--- config.mk ---
export PLATFORM = sky130hd
export DESIGN_NAME = pbl_loader_flat
export DESIGN_NICKNAME = d
export VERILOG_FILES = /design/src/pbl_pkg.sv /design/src/pbl_link_if.sv /design/src/pbl_loader.sv /design/src/flat_wrapper.sv
export SDC_FILE = /design/constraint.sdc
export NUM_CORES = 1
export LEC_CHECK = 0
export BUFFER_PORTS_ARGS = -buffer_cell sky130_fd_sc_hd__buf_4
export CAP_MARGIN = 20
export CORE_MARGIN = 4
export CORE_UTILIZATION = 45
export DETAILED_ROUTE_END_ITERATION = 10
export HOLD_SLACK_MARGIN = 0.08
export PLACE_DENSITY_LB_ADDON = 0.3
export REMOVE_ABC_BUFFERS = 1
export SLEW_MARGIN = 30
export SYNTH_ARGS = -nofsm -noshare
export SYNTH_HDL_FRONTEND = slang
export SYNTH_SLANG_ARGS = --single-unit
--- constraint.sdc ---
create_clock -name clk -period 4 [get_ports clk]
set_clock_uncertainty 0.2 [all_clocks]
set_input_delay 0.2 -clock clk [delete_from_list [all_inputs] [get_ports clk]]
set_output_delay 0.2 -clock clk [all_outputs]
set_load 0.1 [all_outputs]
--- src/pbl_pkg.sv ---
// Shared constants and types for the parallel I/O boot loader link
package pbl_pkg;

  // Port and word geometry
  localparam int WORD_W = 16;
  localparam int FIFO_DEPTH = 32;
  localparam logic [15:0] IO_PORT_ADDR = 16'h0000;
  localparam logic [15:0] SEL_PORT_ADDR = 16'hFFFF;

  // Selection word encodings (low nibble)
  localparam logic [3:0] SEL_IO_BYTE = 4'h8;
  localparam logic [3:0] SEL_IO_WORD = 4'hC;

  // Timing: clock 50 MHz, least write delay is ten clocks
  localparam int CLK_PERIOD_NS = 20;
  localparam int WRITE_DLY_NS = 200;
  localparam int WRITE_DLY_CYC_I = (WRITE_DLY_NS + CLK_PERIOD_NS - 1) / CLK_PERIOD_NS;
  localparam logic [3:0] WRITE_DLY_CYC = 4'(WRITE_DLY_CYC_I);
  localparam logic [3:0] SEL_WAIT_CYC = 4'h8;

  // Reset values
  localparam logic ACK_RESET = 1'b1;
  localparam logic STROBE_RESET = 1'b1;
  localparam logic [15:0] WORD_RESET = 16'h0000;
  localparam logic [3:0] CNT_RESET = 4'h0;

  // Device loader states
  typedef enum logic [2:0] {
    DEV_SEL = 3'b000,
    DEV_WAIT_LO = 3'b001,
    DEV_HOLD = 3'b010,
    DEV_WAIT_HI = 3'b011,
    DEV_DONE = 3'b100,
    DEV_ERR = 3'b101
  } pbl_dev_state_t;

  // Header and code phases of the incoming stream
  typedef enum logic [1:0] {
    PH_DEST = 2'b00,
    PH_LEN = 2'b01,
    PH_CODE = 2'b10
  } pbl_phase_t;

  // Host sender states
  typedef enum logic [1:0] {
    HST_IDLE = 2'b00,
    HST_SETUP = 2'b01,
    HST_STRB = 2'b10,
    HST_WAIT = 2'b11
  } pbl_host_state_t;

endpackage : pbl_pkg

--- src/pbl_link_if.sv ---
// Handshake link between the boot loader and the host processor
`timescale 1ns/100ps
interface pbl_link_if;
  logic host_strobe_in;     // Active-low transfer strobe from host
  logic ack_flag_out;       // Acknowledge flag from device
  logic [15:0] port_data;   // Host data onto the I/O port
  logic port_data_oe;       // High while host drives port_data
  logic [15:0] io_addr;     // Device I/O port address
  logic io_rd;              // Device I/O read in progress

  // Device end
  modport dev_mp (
    input host_strobe_in,
    input port_data,
    input port_data_oe,
    output ack_flag_out,
    output io_addr,
    output io_rd
  );

  // Host end
  modport host_mp (
    output host_strobe_in,
    output port_data,
    output port_data_oe,
    input ack_flag_out,
    input io_addr,
    input io_rd
  );
endinterface : pbl_link_if

--- src/pbl_loader.sv ---
// Device end: parallel I/O boot loader writing program memory
//
// Behaviour
// Code words come from I/O port zero
// Port width is 16 or 8 bits
// Strobe low: read port, raise ack, store
// Ack stays high until strobe returns high
// Host waits for ack low before next word
// Byte mode uses low eight data lines only
// Byte mode: high byte first, then low byte
// First word destination, second word length
// Ten clocks from ack rise to write
// Memory bus driven only while ack high
// Increment pointer; zero length ends, else decrement
// Ack flag resets high
// Length holds code word count minus one
// Mode from low byte of port FFFFh
// Strobe synchronised, each level seen once
`timescale 1ns/100ps
module pbl_loader (
  input wire logic clk,
  input wire logic rst_b,
  pbl_link_if.dev_mp link,
  output logic [15:0] prog_addr,
  output logic [15:0] prog_data,
  output logic prog_we,
  output logic prog_bus_oe,
  output logic byte_mode,
  output logic boot_done,
  output logic boot_err,
  output logic [15:0] entry_addr
);
  pbl_pkg::pbl_dev_state_t state_q;  // Loader state
  pbl_pkg::pbl_phase_t phase_q;      // Which header or code word is next
  logic strb_s1_q;                   // Strobe sync stage 1
  logic strb_s2_q;                   // Strobe sync stage 2
  logic [15:0] dat_s1_q;             // Port data sync stage 1
  logic [15:0] dat_s2_q;             // Port data sync stage 2
  logic [15:0] rx_q;                 // Value taken from the port
  logic [7:0] high_byte_q;           // Held high byte
  logic lo_q;                        // Low byte is next in byte mode
  logic [15:0] dest_q;               // Destination, also entry point
  logic [15:0] ptr_q;                // Program memory pointer
  logic [15:0] len_q;                // Remaining count minus one
  logic last_q;                      // Final code word stored
  logic [3:0] cnt_q;                 // Delay counter
  logic ack_q;                       // Acknowledge flag pin
  logic io_rd_q;                     // I/O read strobe
  logic [15:0] io_addr_q;            // I/O address
  logic [15:0] prog_addr_q;          // Program memory write address
  logic [15:0] prog_data_q;          // Program memory write word
  logic prog_we_q;                   // One-cycle write pulse
  logic prog_bus_oe_q;               // Memory bus drive enable
  logic byte_mode_q;
  logic done_q;
  logic err_q;
  logic [15:0] entry_q;

  // Decoding of selection word, strobe level and assembled word
  wire [3:0] sel_nib = dat_s2_q[3:0];
  wire sel_byte = (sel_nib == pbl_pkg::SEL_IO_BYTE);
  wire sel_word = (sel_nib == pbl_pkg::SEL_IO_WORD);
  wire strobe_low = !strb_s2_q;
  wire [15:0] word_in = byte_mode_q ? {high_byte_q, rx_q[7:0]} : rx_q;
  wire need_hi = byte_mode_q && !lo_q;
  wire write_due = (cnt_q == pbl_pkg::WRITE_DLY_CYC - 4'h1);
  wire sel_due = (cnt_q == pbl_pkg::SEL_WAIT_CYC);

  // Every top output straight from a flop
  assign link.ack_flag_out = ack_q;
  assign link.io_rd = io_rd_q;
  assign link.io_addr = io_addr_q;
  assign prog_addr = prog_addr_q;
  assign prog_data = prog_data_q;
  assign prog_we = prog_we_q;
  assign prog_bus_oe = prog_bus_oe_q;
  assign byte_mode = byte_mode_q;
  assign boot_done = done_q;
  assign boot_err = err_q;
  assign entry_addr = entry_q;

  //////////////////////////////////////////////////////////////////////////////
  // Host pins pass two flops; stage one feeds stage two only
  always_ff @(posedge clk or negedge rst_b)
  begin
    if (!rst_b)
    begin
      strb_s1_q <= pbl_pkg::STROBE_RESET;
      strb_s2_q <= pbl_pkg::STROBE_RESET;
      dat_s1_q <= pbl_pkg::WORD_RESET;
      dat_s2_q <= pbl_pkg::WORD_RESET;
    end
    else
    begin
      strb_s1_q <= link.host_strobe_in;
      strb_s2_q <= strb_s1_q;
      dat_s1_q <= link.port_data;
      dat_s2_q <= dat_s1_q;
    end
  end

  //////////////////////////////////////////////////////////////////////////////
  // Handshake and sequencing state machine
  always_ff @(posedge clk or negedge rst_b)
  begin
    if (!rst_b)
    begin
      state_q <= pbl_pkg::DEV_SEL;
      phase_q <= pbl_pkg::PH_DEST;
      ack_q <= pbl_pkg::ACK_RESET;
      io_rd_q <= 1'b1;
      io_addr_q <= pbl_pkg::SEL_PORT_ADDR;
      cnt_q <= pbl_pkg::CNT_RESET;
      rx_q <= pbl_pkg::WORD_RESET;
      high_byte_q <= 8'h00;
      lo_q <= 1'b0;
      dest_q <= pbl_pkg::WORD_RESET;
      ptr_q <= pbl_pkg::WORD_RESET;
      len_q <= pbl_pkg::WORD_RESET;
      last_q <= 1'b0;
      prog_addr_q <= pbl_pkg::WORD_RESET;
      prog_data_q <= pbl_pkg::WORD_RESET;
      prog_we_q <= 1'b0;
      prog_bus_oe_q <= 1'b0;
      byte_mode_q <= 1'b0;
      done_q <= 1'b0;
      err_q <= 1'b0;
      entry_q <= pbl_pkg::WORD_RESET;
    end
    else
    begin
      case (state_q)
        pbl_pkg::DEV_SEL:
        begin
          // Hold the selection read long enough for both sync chains
          cnt_q <= cnt_q + 4'h1;
          if (sel_due)
          begin
            io_rd_q <= 1'b0;
            io_addr_q <= pbl_pkg::IO_PORT_ADDR;
            cnt_q <= pbl_pkg::CNT_RESET;
            // Width chosen once, here
            if (sel_byte || sel_word)
            begin
              byte_mode_q <= sel_byte;
              ack_q <= 1'b0;                    // Ready to receive
              state_q <= pbl_pkg::DEV_WAIT_LO;
            end
            else
            begin
              // Modes not built here park the loader
              err_q <= 1'b1;
              state_q <= pbl_pkg::DEV_ERR;
            end
          end
        end
        pbl_pkg::DEV_WAIT_LO:
        begin
          // Strobe low: take port zero, raise ack
          if (strobe_low)
          begin
            io_rd_q <= 1'b1;
            rx_q <= dat_s2_q;
            ack_q <= 1'b1;
            cnt_q <= pbl_pkg::CNT_RESET;
            state_q <= pbl_pkg::DEV_HOLD;
          end
        end
        pbl_pkg::DEV_HOLD:
        begin
          io_rd_q <= 1'b0;
          cnt_q <= cnt_q + 4'h1;
          // Write lands ten clocks after ack rose
          if (write_due)
          begin
            state_q <= pbl_pkg::DEV_WAIT_HI;
            if (need_hi)
            begin
              high_byte_q <= rx_q[7:0];
              lo_q <= 1'b1;
            end
            else
            begin
              lo_q <= 1'b0;
              case (phase_q)
                pbl_pkg::PH_DEST:
                begin
                  dest_q <= word_in;
                  ptr_q <= word_in;
                  phase_q <= pbl_pkg::PH_LEN;
                end
                pbl_pkg::PH_LEN:
                begin
                  len_q <= word_in;
                  phase_q <= pbl_pkg::PH_CODE;
                end
                default:
                begin
                  // Store while ack is high; host is off the bus
                  prog_addr_q <= ptr_q;
                  prog_data_q <= word_in;
                  prog_we_q <= 1'b1;
                  prog_bus_oe_q <= 1'b1;
                  ptr_q <= ptr_q + 16'h0001;
                  // Zero remaining means this was word N
                  if (len_q == 16'h0000)
                    last_q <= 1'b1;
                  else
                    len_q <= len_q - 16'h0001;
                end
              endcase
            end
          end
        end
        pbl_pkg::DEV_WAIT_HI:
        begin
          // Bus dropped on the same edge that ack can fall
          prog_we_q <= 1'b0;
          prog_bus_oe_q <= 1'b0;
          // Ack held until the strobe is back high
          if (!strobe_low)
          begin
            ack_q <= 1'b0;
            if (last_q)
            begin
              // Branch to the destination
              entry_q <= dest_q;
              done_q <= 1'b1;
              state_q <= pbl_pkg::DEV_DONE;
            end
            else
              state_q <= pbl_pkg::DEV_WAIT_LO;
          end
        end
        default:
        begin
          // Done or error: hold everything, reset leaves
          prog_we_q <= 1'b0;
          prog_bus_oe_q <= 1'b0;
        end
      endcase
    end
  end
endmodule : pbl_loader

--- src/flat_wrapper.sv ---
// flat-port wrapper written by rule: the top's interface ports become plain ports
module pbl_loader_flat 
  (clk, rst_b, prog_addr, prog_data, prog_we, prog_bus_oe, byte_mode, boot_done, boot_err, entry_addr, link_host_strobe_in, link_port_data, link_port_data_oe, link_ack_flag_out, link_io_addr, link_io_rd);
  pbl_link_if link_i ();
  input wire logic clk;
  input wire logic rst_b;
  output logic [15:0] prog_addr;
  output logic [15:0] prog_data;
  output logic prog_we;
  output logic prog_bus_oe;
  output logic byte_mode;
  output logic boot_done;
  output logic boot_err;
  output logic [15:0] entry_addr;
  input wire logic [$bits(link_i.host_strobe_in)-1:0] link_host_strobe_in;
  input wire logic [$bits(link_i.port_data)-1:0] link_port_data;
  input wire logic [$bits(link_i.port_data_oe)-1:0] link_port_data_oe;
  output wire logic [$bits(link_i.ack_flag_out)-1:0] link_ack_flag_out;
  output wire logic [$bits(link_i.io_addr)-1:0] link_io_addr;
  output wire logic [$bits(link_i.io_rd)-1:0] link_io_rd;
  assign link_i.host_strobe_in = link_host_strobe_in;
  assign link_i.port_data = link_port_data;
  assign link_i.port_data_oe = link_port_data_oe;
  assign link_ack_flag_out = link_i.ack_flag_out;
  assign link_io_addr = link_i.io_addr;
  assign link_io_rd = link_i.io_rd;
  pbl_loader u_core (.clk(clk), .rst_b(rst_b), .link(link_i), .prog_addr(prog_addr), .prog_data(prog_data), .prog_we(prog_we), .prog_bus_oe(prog_bus_oe), .byte_mode(byte_mode), .boot_done(boot_done), .boot_err(boot_err), .entry_addr(entry_addr));
endmodule
== Word-level counts from Yosys, hierarchy flattened ==
Index checks and enable logic that the tools add are counted.

* Word-level logic and storage cells: 107
* Output and inout port bits: 71
* Register bits: 187
* Memories kept: 0
* ROM bits: 0
* Bits in writable memories: 0
* Bits in latches: 0
* Bits of input ports: 20

* Reduce and logical (&&, ||, !) cells: 30
* Order comparisons: 0
* Divide/modulo/power cells: 0
* Shift-type cells: 0
* Multiply operators: 0
* Muxes and demuxes: 27
* Equal/unequal tests: 16
* Add/sub/neg operators: 3
* Bitwise logic cells: 7

{| class="wikitable"
|+ Operators with widths
! operator !! count
|-
| case mux 16 bit (2 select lines) || 2
|-
| 2-to-1 mux 16 bit || 2
|-
| AND reduction 4 bit || 5
|-
| AND reduction 5 bit || 4
|-
| 2-to-1 mux 3 bit || 6
|-
| adder 16 x 1 -> 16 bit, second input constant || 1
|-
| equality test 4 bit, second input constant || 4
|-
| zero test 16 bit || 1
|-
| subtractor 16 x 1 -> 16 bit, second input constant || 1
|-
| AND reduction 3 bit || 5
|-
| case mux 3 bit (4 select lines) || 1
|-
| case mux 4 bit (3 select lines) || 1
|-
| 2-to-1 mux 1 bit || 9
|-
| 2-to-1 mux 4 bit || 2
|-
| != test 2 x 1 -> 1 bit, second input constant || 4
|-
| != test 2 bit, second input constant || 4
|-
| AND reduction 2 bit || 4
|-
| NOT 1 bit || 7
|-
| equality test 3 x 2 -> 1 bit, second input constant || 2
|-
| case mux 1 bit (3 select lines) || 2
|-
| nonzero test 3 bit || 2
|-
| adder 4 x 1 -> 4 bit, second input constant || 1
|-
| case mux 2 bit (2 select lines) || 1
|-
| nonzero test 4 bit || 1
|-
| other kinds (10) || 11
|}

== Longest topological paths before layout ==
Gate-level depths: netlist (run 1).

* Depth after elaboration: 6
* Depth in mapped cells: 8
* Mapped depth without buffers: 7

== Worst setup path after synthesis (run 1) ==
No wires, ideal clock.

* Path kind: register to register
* Start: reg u_core.byte_mode_q (netlist: u_core.byte_mode)
* End: reg u_core.prog_addr_q[10] (netlist: u_core.prog_addr[10])
* Setup slack: 1602 ps
* Arrival: 2072 ps
* Data required time: 3674 ps
* Cell stages (with the launch flop): 6
* Path through: dfrtp_1 -> nor2b_1 -> nor3_4 -> nand2_1 -> buf_2 -> mux2_2

* Longest elaborated chain between the ends: 3

{| class="wikitable"
|+ RTL lines
! element !! line !! text
|-
| start, declared || pbl_loader.sv:54 || <nowiki>logic byte_mode_q;</nowiki>
|-
| start signal, assigned || pbl_loader.sv:145 || <nowiki>byte_mode_q <= sel_byte;</nowiki>
|-
| logical AND 1 bit || pbl_loader.sv:65 || <nowiki>wire need_hi = byte_mode_q && !lo_q;</nowiki>
|-
| NOT 1 bit (no line) || - ||
|-
| AND reduction 4 bit (no line) || - ||
|-
| end signal, assigned || pbl_loader.sv:121 || <nowiki>prog_addr_q <= pbl_pkg::WORD_RESET;</nowiki>
|-
| end signal, assigned || pbl_loader.sv:200 || <nowiki>prog_addr_q <= ptr_q;</nowiki>
|-
| end, declared || pbl_loader.sv:50 || <nowiki>logic [15:0] prog_addr_q;</nowiki>
|}

Every way passes these cells.
A chain may end at the register's enable or synchronous reset.

== Worst setup path after layout (run 1) ==
* Start: reg u_core.state_q[1]
* End: reg u_core.prog_data_q[5] (netlist: u_core.prog_data[5])

* Longest elaborated chain between the ends: 2

{| class="wikitable"
|+ RTL lines
! element !! line !! text
|-
| start, declared || pbl_loader.sv:33 || <nowiki>pbl_pkg::pbl_dev_state_t state_q;</nowiki>
|-
| start signal, assigned || pbl_loader.sv:108 || <nowiki>state_q <= pbl_pkg::DEV_SEL;</nowiki>
|-
| start signal, assigned || pbl_loader.sv:147 || <nowiki>state_q <= pbl_pkg::DEV_WAIT_LO;</nowiki>
|-
| start signal, assigned || pbl_loader.sv:153 || <nowiki>state_q <= pbl_pkg::DEV_ERR;</nowiki>
|-
| equality test 3 x 2 -> 1 bit || pbl_loader.sv:132 || <nowiki>case (state_q)</nowiki>
|-
| AND reduction 4 bit (no line) || - ||
|-
| end signal, assigned || pbl_loader.sv:122 || <nowiki>prog_data_q <= pbl_pkg::WORD_RESET;</nowiki>
|-
| end signal, assigned || pbl_loader.sv:201 || <nowiki>prog_data_q <= word_in;</nowiki>
|-
| end, declared || pbl_loader.sv:51 || <nowiki>logic [15:0] prog_data_q;</nowiki>
|}

Every way passes these cells.

==> reports/results.ini, run 1 <==
[power]
totalPowerFinal_w=0.00414
seqPwrFrac_pct=50.4
p_leak_nw=4.22
power.internal_w=0.00297
peakVddDrop_uv=314
cellPowerDensity_nw_per_um2=471
p_switching_w=0.00117
combPwrFrac_pct=10.3
p_clk_share_pct=39.4
sw_frac_of_total_pct=28.2

[hold_path]
hold_path_class=flip-flop to flip-flop
holdPathStages=0
holdPathEnd=u_core.dat_s2_q[12]
holdCritStartpoint=u_core.dat_s1_q[12]

[yosys]
synthArstFlopShare_pct=100
synth_xor_area_share_pct=0
syn_area_sq_um=7260
synth_top_family_by_area=multiplexers
synth_compound_area_share_pct=11.9
yosysSeqAreaShare_pct=59.4
synth_fa_ha_area_share_pct=0.862
yosys.cell_types.count=54
avgSynthCellArea_sq_um=11.7
ys_ff_latch=172
postSynthCellCount=618
synth-simple-area-share_pct=11.6
synth_edf_count=0
synthFlopType=dfrtp_1
synth_warnings=0
synthMuxAreaShare_pct=12.4

[cells_and_area]
final_cell_area_sq_um=8790
synthToLayoutAreaGrowth_pct=21.0
fillers=1324
drive_above_1_share_pct=31.0
diodes=0
final_nets=732
seqCellArea_sq_um=4310
multi_input_area_sq_um=2670
fin_util_pct=55.5

[timing]
min_period_ps=2840
fin_crit_sh_pct=71.0
finalMaxSlewViolations=0
worstMarginPinSlew_ps=941
hold_viol_final=0
finalSetupViolCount=0
rsz0062_at_grt=no
maxSlewHeadroom_pct=37.1
fmax_ghz=0.352

[place]
numPortBuffers=89
place_congestion=0.864
placed_cell_area_sq_um=8020
hpwlAfterDp_microns=10600

[worst_setup_path]
arrival_ps=2950
rr_worst_depth=5
critPathMaxFanout=18
end_kind=flip-flop
r2r-end=u_core.prog_data[5]
cp_data_required_time_ps=4100
crit_type=flip-flop to flip-flop
ff2ff_setup_slack_ps=1160
rr_startpoint=u_core.state_q[1]
startpoint_type=flip-flop

[status]
outcome=finished, final reports clean

[floorplanning]
die_height_microns=135
fp-row-count=46
dieArea_sq_um=18200
core-area_sq_um=15800
dieWidth_microns=135
io-pin-count=91
initial_core_util_pct=45.9

[global_routing]
grt_pass1_wl_microns=26200
grt-ovfl-total=0
grt_pass1_vias=5031
grt_antenna_before_repair=0
track_usage_pct=18.3
grt_max_degree=98

[clocking]
cts-root-buf=clkbuf_16
tritoncts=yes
cts_buffers=17
cts_buffer_depth=2
clk_pin_slew_ps=60
insertion_delay_ps=430
cts_setup_buffers=0
cts_resized=0
clock-sinks=172
h-tree-depth=4

[detailed_routing]
viasPerCell=5.43
drt_iter0_drc=422
routedWlPerCell_microns=16.8
dr.pass1.iters=4
ant_nets=0
post-route-drc-count=0
vias=5081
drt-total-wl_microns=15700

[job]
maxCapViolations=0

-- cell usage after synthesis (3+ instances only) --
cell type    n  area (sq um)
dfrtp_1    167          4180
mux2_2      71           800
o21ai_0     56           280
nand2_1     47           176
a21oi_1     41           205
nor2_1      37           139
clkbuf_1    17          63.8
buf_4       16           120
nand3_1     14          70.1
a31oi_1     12          75.1
buf_2       10          50.1
nand2b_1    10          62.6
nor3_1      10          50.1
mux2i_1      9          90.1
inv_1        8          30.0
nor2b_1      6          37.5
o22ai_1      6          37.5
a21o_1       5          37.5
dfstp_2      5           131
ha_1         5          62.6
nand3b_1     5          37.5
a2bb2oi_1    4          35.0
and3_1       4          25.0
nand4_1      4          25.0
or2_2        4          25.0
a211oi_1     3          22.5
a22o_1       3          26.3
and4_1       3          26.3
nor4_1       3          18.8
o21ai_1      3          15.0
-- stage by stage --
stage | hold slack, ps | cells | TNS [ps] | setup WS, ps
5_1_grt | 153 | 936 | 0 | 968
6_report | 147 | 936 | 0 | 1160
2_1_floorplan | -296 | 572 | -37910 | -2540
3_3_place_gp | 109 | 886 | 0 | 1240
3_5_place_dp | 110 | 886 | 0 | 1170
4_1_cts | 149 | 936 | 0 | 1150
-- registers in the layout, summed over array words and instances (netlist names), 8 cells and up --
| name | count |
|---|---|
| u_core.dat_s1_q | 16 |
| u_core.dat_s2_q | 16 |
| u_core.dest_q | 16 |
| u_core.entry_addr | 16 |
| u_core.high_byte_q | 8 |
| u_core.len_q | 16 |
| u_core.prog_addr | 16 |
| u_core.prog_data | 16 |
| u_core.ptr_q | 16 |
| u_core.rx_q | 16 |
-- routing by layer --
metal / vias up / track usage [%] / wire length [microns] / part of all wire (%)
met3: 16 / 4.51 / 959 / 6.1
met4: 0 / 7.67 / 245 / 1.6
met1: 2556 / 24.9 / 7010 / 45
met2: 130 / 28.2 / 7510 / 48
met5: - / 0 / 0 / 0
li1: 2379 / - / - / -
-- critical path, cell delays in order (launching register included) --
cell	delay [ps]
dfrtp_1	700
nand4bb_1	250
nor3_4	370
nand2_1	500
buf_4	370
mux2_1	330
-- cell usage in the layout, fill, tap and decap left out, drive strengths merged, types with 4 or more instances in the layout --
| master | count |
|---|---|
| mux2 | 72 |
| nor2b | 6 |
| nor3 | 12 |
| nand4 | 4 |
| clkinvlp | 5 |
| a21o | 5 |
| inv | 14 |
| dlygate4sd3 | 18 |
| dfstp | 5 |
| buf | 97 |
| clkbuf | 18 |
| mux2i | 9 |
| o21ai | 59 |
| a31oi | 12 |
| nand3b | 5 |
| and3 | 4 |
| nand2 | 48 |
| nor4 | 5 |
| ha | 5 |
| nand2b | 10 |
| nand3 | 14 |
| a21oi | 41 |
| a2bb2oi | 4 |
| nor2 | 37 |
| dfrtp | 167 |
| or2 | 4 |
| o22ai | 6 |
-- logic make-up after synthesis --
group / Yosys count
AO/OA/AOI/OAI: 146
multiplexers: 81
buffers and inverters: 54
AND/OR/NAND/NOR: 160
flip-flops: 172
adder cells (fa/ha/maj): 5
-- timing repair --
| item | in CTS | in global routing |
|---|---|---|
| hold buffers | 18 | 0 |
| hold endpoints to repair | 112 | 0 |
| endpoints found under the setup margin | 0 | 0 |
-- worst max-delay path by stage --
stage                                 start                 endpoint  slack, ps  cells past startpoint
floorplan           u_core.link.io_addr[14]  u_core.link.io_addr[14]      -2540                      1
global route                u_core.cnt_q[1]      u_core.prog_data[5]        970                      7
finish                    u_core.state_q[1]      u_core.prog_data[5]       1160                      5
detailed placement        u_core.state_q[1]      u_core.prog_data[5]       1170                      5
global placement          u_core.state_q[1]      u_core.prog_data[5]       1240                      5
CTS                         u_core.cnt_q[1]      u_core.prog_data[5]       1150                      7
-- power groups by stage --
stage,Sequential (W),Clock (W),Combinational [W]
after floorplan,0.00203,0,0.000241
after CTS,0.00209,0.00167,0.000431
after global placement,0.00211,0,0.000403
after global routing,0.00211,0.00175,0.000472
after detailed placement,0.00212,0,0.000415
final,0.00209,0.00163,0.000425
-- area by class of cell --
type,instances,area share [%]
well taps,216,3.08
clock inverters,15,1.82
flip-flops and latches,172,49.1
repair buffers,116,10.5
multi-input cells,392,30.4
clock buffers,17,4.84
inverters,8,0.342
Power figures use the tool's default switching activity.
==> run 2: changes to the inputs <==
==> constraint.sdc (replaced) <==
create_clock -name clk -period 3 [get_ports clk]
set_clock_uncertainty 0.2 [all_clocks]
set_input_delay 0.15 -clock clk [delete_from_list [all_inputs] [get_ports clk]]
set_output_delay 0.15 -clock clk [all_outputs]
set_load 0.1 [all_outputs]
==> reports/results.ini, run 2 (same netlist as run 1, synthesis figures left out) <==
[status]
outcome=finished, final reports clean

[timing]
whs_ps=93.9  ; -53.2 ps
hold_viol_final=0  ; unchanged
maxSlewHeadroom_pct=52.8  ; +16 points
fmax_ghz=0.392  ; +11%
finalMaxSlewViolations=0  ; unchanged
worstMarginPinSlew_ps=689  ; -252 ps
rsz0062_at_grt=no
finalSetupViolCount=0  ; unchanged
min_period_ps=2550  ; -290 ps
fin_crit_sh_pct=85.1  ; +14 points

[detailed_routing]
highest_layer=met4
dr.pass1.iters=5  ; +1
routedWlPerCell_microns=16.9  ; +0.33%
drt_iter0_drc=376  ; -11%
post-route-drc-count=0  ; unchanged
met3_length_microns=1070  ; +12%
met2_length_microns=7470  ; -0.61%
ant_nets=0  ; unchanged
viasPerCell=5.43  ; about the same
drt-total-wl_microns=16000  ; +1.5%
wl_met1_microns=7090  ; +1.2%
vias=5141  ; +1.2%

[clocking]
cts_buffer_depth=2  ; unchanged
tritoncts=yes
cts_resized=0  ; unchanged
clock-sinks=172  ; unchanged
clk_pin_slew_ps=70  ; about the same
cts_buffers=17  ; unchanged
cts-root-buf=clkbuf_16
h-tree-depth=4  ; unchanged
insertion_delay_ps=420  ; about the same

[floorplanning]
initial_core_util_pct=45.9  ; unchanged
core-area_sq_um=15800  ; unchanged
die_height_microns=135  ; unchanged
dieWidth_microns=135  ; unchanged
dieArea_sq_um=18200  ; unchanged
io-pin-count=91  ; unchanged
fp-row-count=46  ; unchanged

[worst_setup_path]
cp_data_required_time_ps=3110  ; -990 ps
critPathMaxFanout=17  ; -1
startpoint_type=flip-flop
end_kind=flip-flop
crit_type=flip-flop to flip-flop
arrival_ps=2660  ; -290 ps

[cells_and_area]
layout_common_cells=dfrtp_1, buf_4, mux2_2
fin_util_pct=56.1  ; +0.55 points
final_nets=743  ; +1.5%
drive_above_1_share_pct=31.9  ; +0.90 points
final_cell_area_sq_um=8870  ; +0.98%
diodes=0  ; unchanged
synthToLayoutAreaGrowth_pct=22.2
final_common_cell=dfrtp_1

[power]
p_leak_nw=4.28  ; +1.5%
totalPowerFinal_w=0.00554  ; +34%
cellPowerDensity_nw_per_um2=624  ; +32%
peakVddDrop_uv=383  ; +22%

[global_routing]
grt_antenna_before_repair=0  ; unchanged
grt_pass1_wl_microns=26100  ; -0.26%
grt_pass1_vias=4960  ; -1.4%
track_usage_pct=18.3  ; +0.023 points
grt-ovfl-total=0  ; unchanged
grt_max_degree=74  ; -24%

[job]
maxCapViolations=0  ; unchanged

[hold_path]
hold_path_class=input port to async pin

[place]
hpwlAfterDp_microns=10800  ; +2.5%
numPortBuffers=89  ; unchanged
place_congestion=0.836  ; -3.3%
placed_cell_area_sq_um=8100  ; +1.1%

## run 2: cell types whose count changed in the layout (fill, tap and decap cells not counted), moves of 2 or more
| cell | before | now |
|---|---|---|
| buf_4 | 97 | 106 |
| clkinvlp_4 | 5 | 3 |
| inv_8 | 0 | 3 |
| buf_6 | 0 | 2 |
## run 2: metrics by stage
| stage | std cells | setup TNS, ps | setup WS (ps) |
|---|---|---|---|
| global placement | 896 | 0 | 531 |
| detailed placement | 896 | 0 | 446 |
| CTS | 946 | 0 | 439 |
| floorplan | 572 | -57730 | -3540 |
| finish | 947 | 0 | 448 |
| global route | 947 | 0 | 309 |
## run 2: routing by layer
layer | GRT usage (%) | vias up
li1 | - | 2401
met4 | 7.78 | 0
met1 | 25.6 | 2536
met5 | 0 | -
met3 | 4.17 | 24
met2 | 27.7 | 180
## run 2: area by class of cell
class,count,area [sq um]
Sequential cell,172,4310
Multi-Input combinational cell,392,2670
Clock buffer,17,425
Tap cell,216,270
Inverter,8,30.0
Clock inverter,15,153
Timing Repair Buffer,127,1020
Fill cell,1332,6960
## run 2: worst paths after layout
path                                        to  slack (ps)  depth (start not counted)          startpoint
setup / recovery               u_core.len_q[7]         450                          7     u_core.len_q[0]
setup reg to reg               u_core.len_q[7]         450                          7     u_core.len_q[0]
hold / removal                u_core.boot_done          90                          2               rst_b
max in group asynchronous  u_core.prog_addr[8]        1620                          3               rst_b
hold reg to reg             u_core.dat_s2_q[4]         150                          0  u_core.dat_s1_q[4]
min in group clk            u_core.dat_s2_q[4]         150                          0  u_core.dat_s1_q[4]
## run 2: critical path, stage by stage (launching register included)
cell and delay (ps):
dfrtp_1 380, inv_1 110, ha_1 210, or3b_1 450
nor4_4 480, a31o_4 350, nor2_1 90, o22a_1 170
## run 2: power by group
| part | total (W) | leakage [nW] | switching (W) | internal (W) |
|---|---|---|---|---|
| combinational | 0.000640 | 1.73 | 0.000379 | 0.000261 |
| sequential | 0.00274 | 2.27 | 0.000252 | 0.00249 |
| clock | 0.00216 | 0.277 | 0.000982 | 0.00117 |
## run 2: repair_timing
item / CTS / global route
hold buffers: 18 / 0
buffers inserted: 0 / 0
endpoints found under the hold margin: 121 / 0
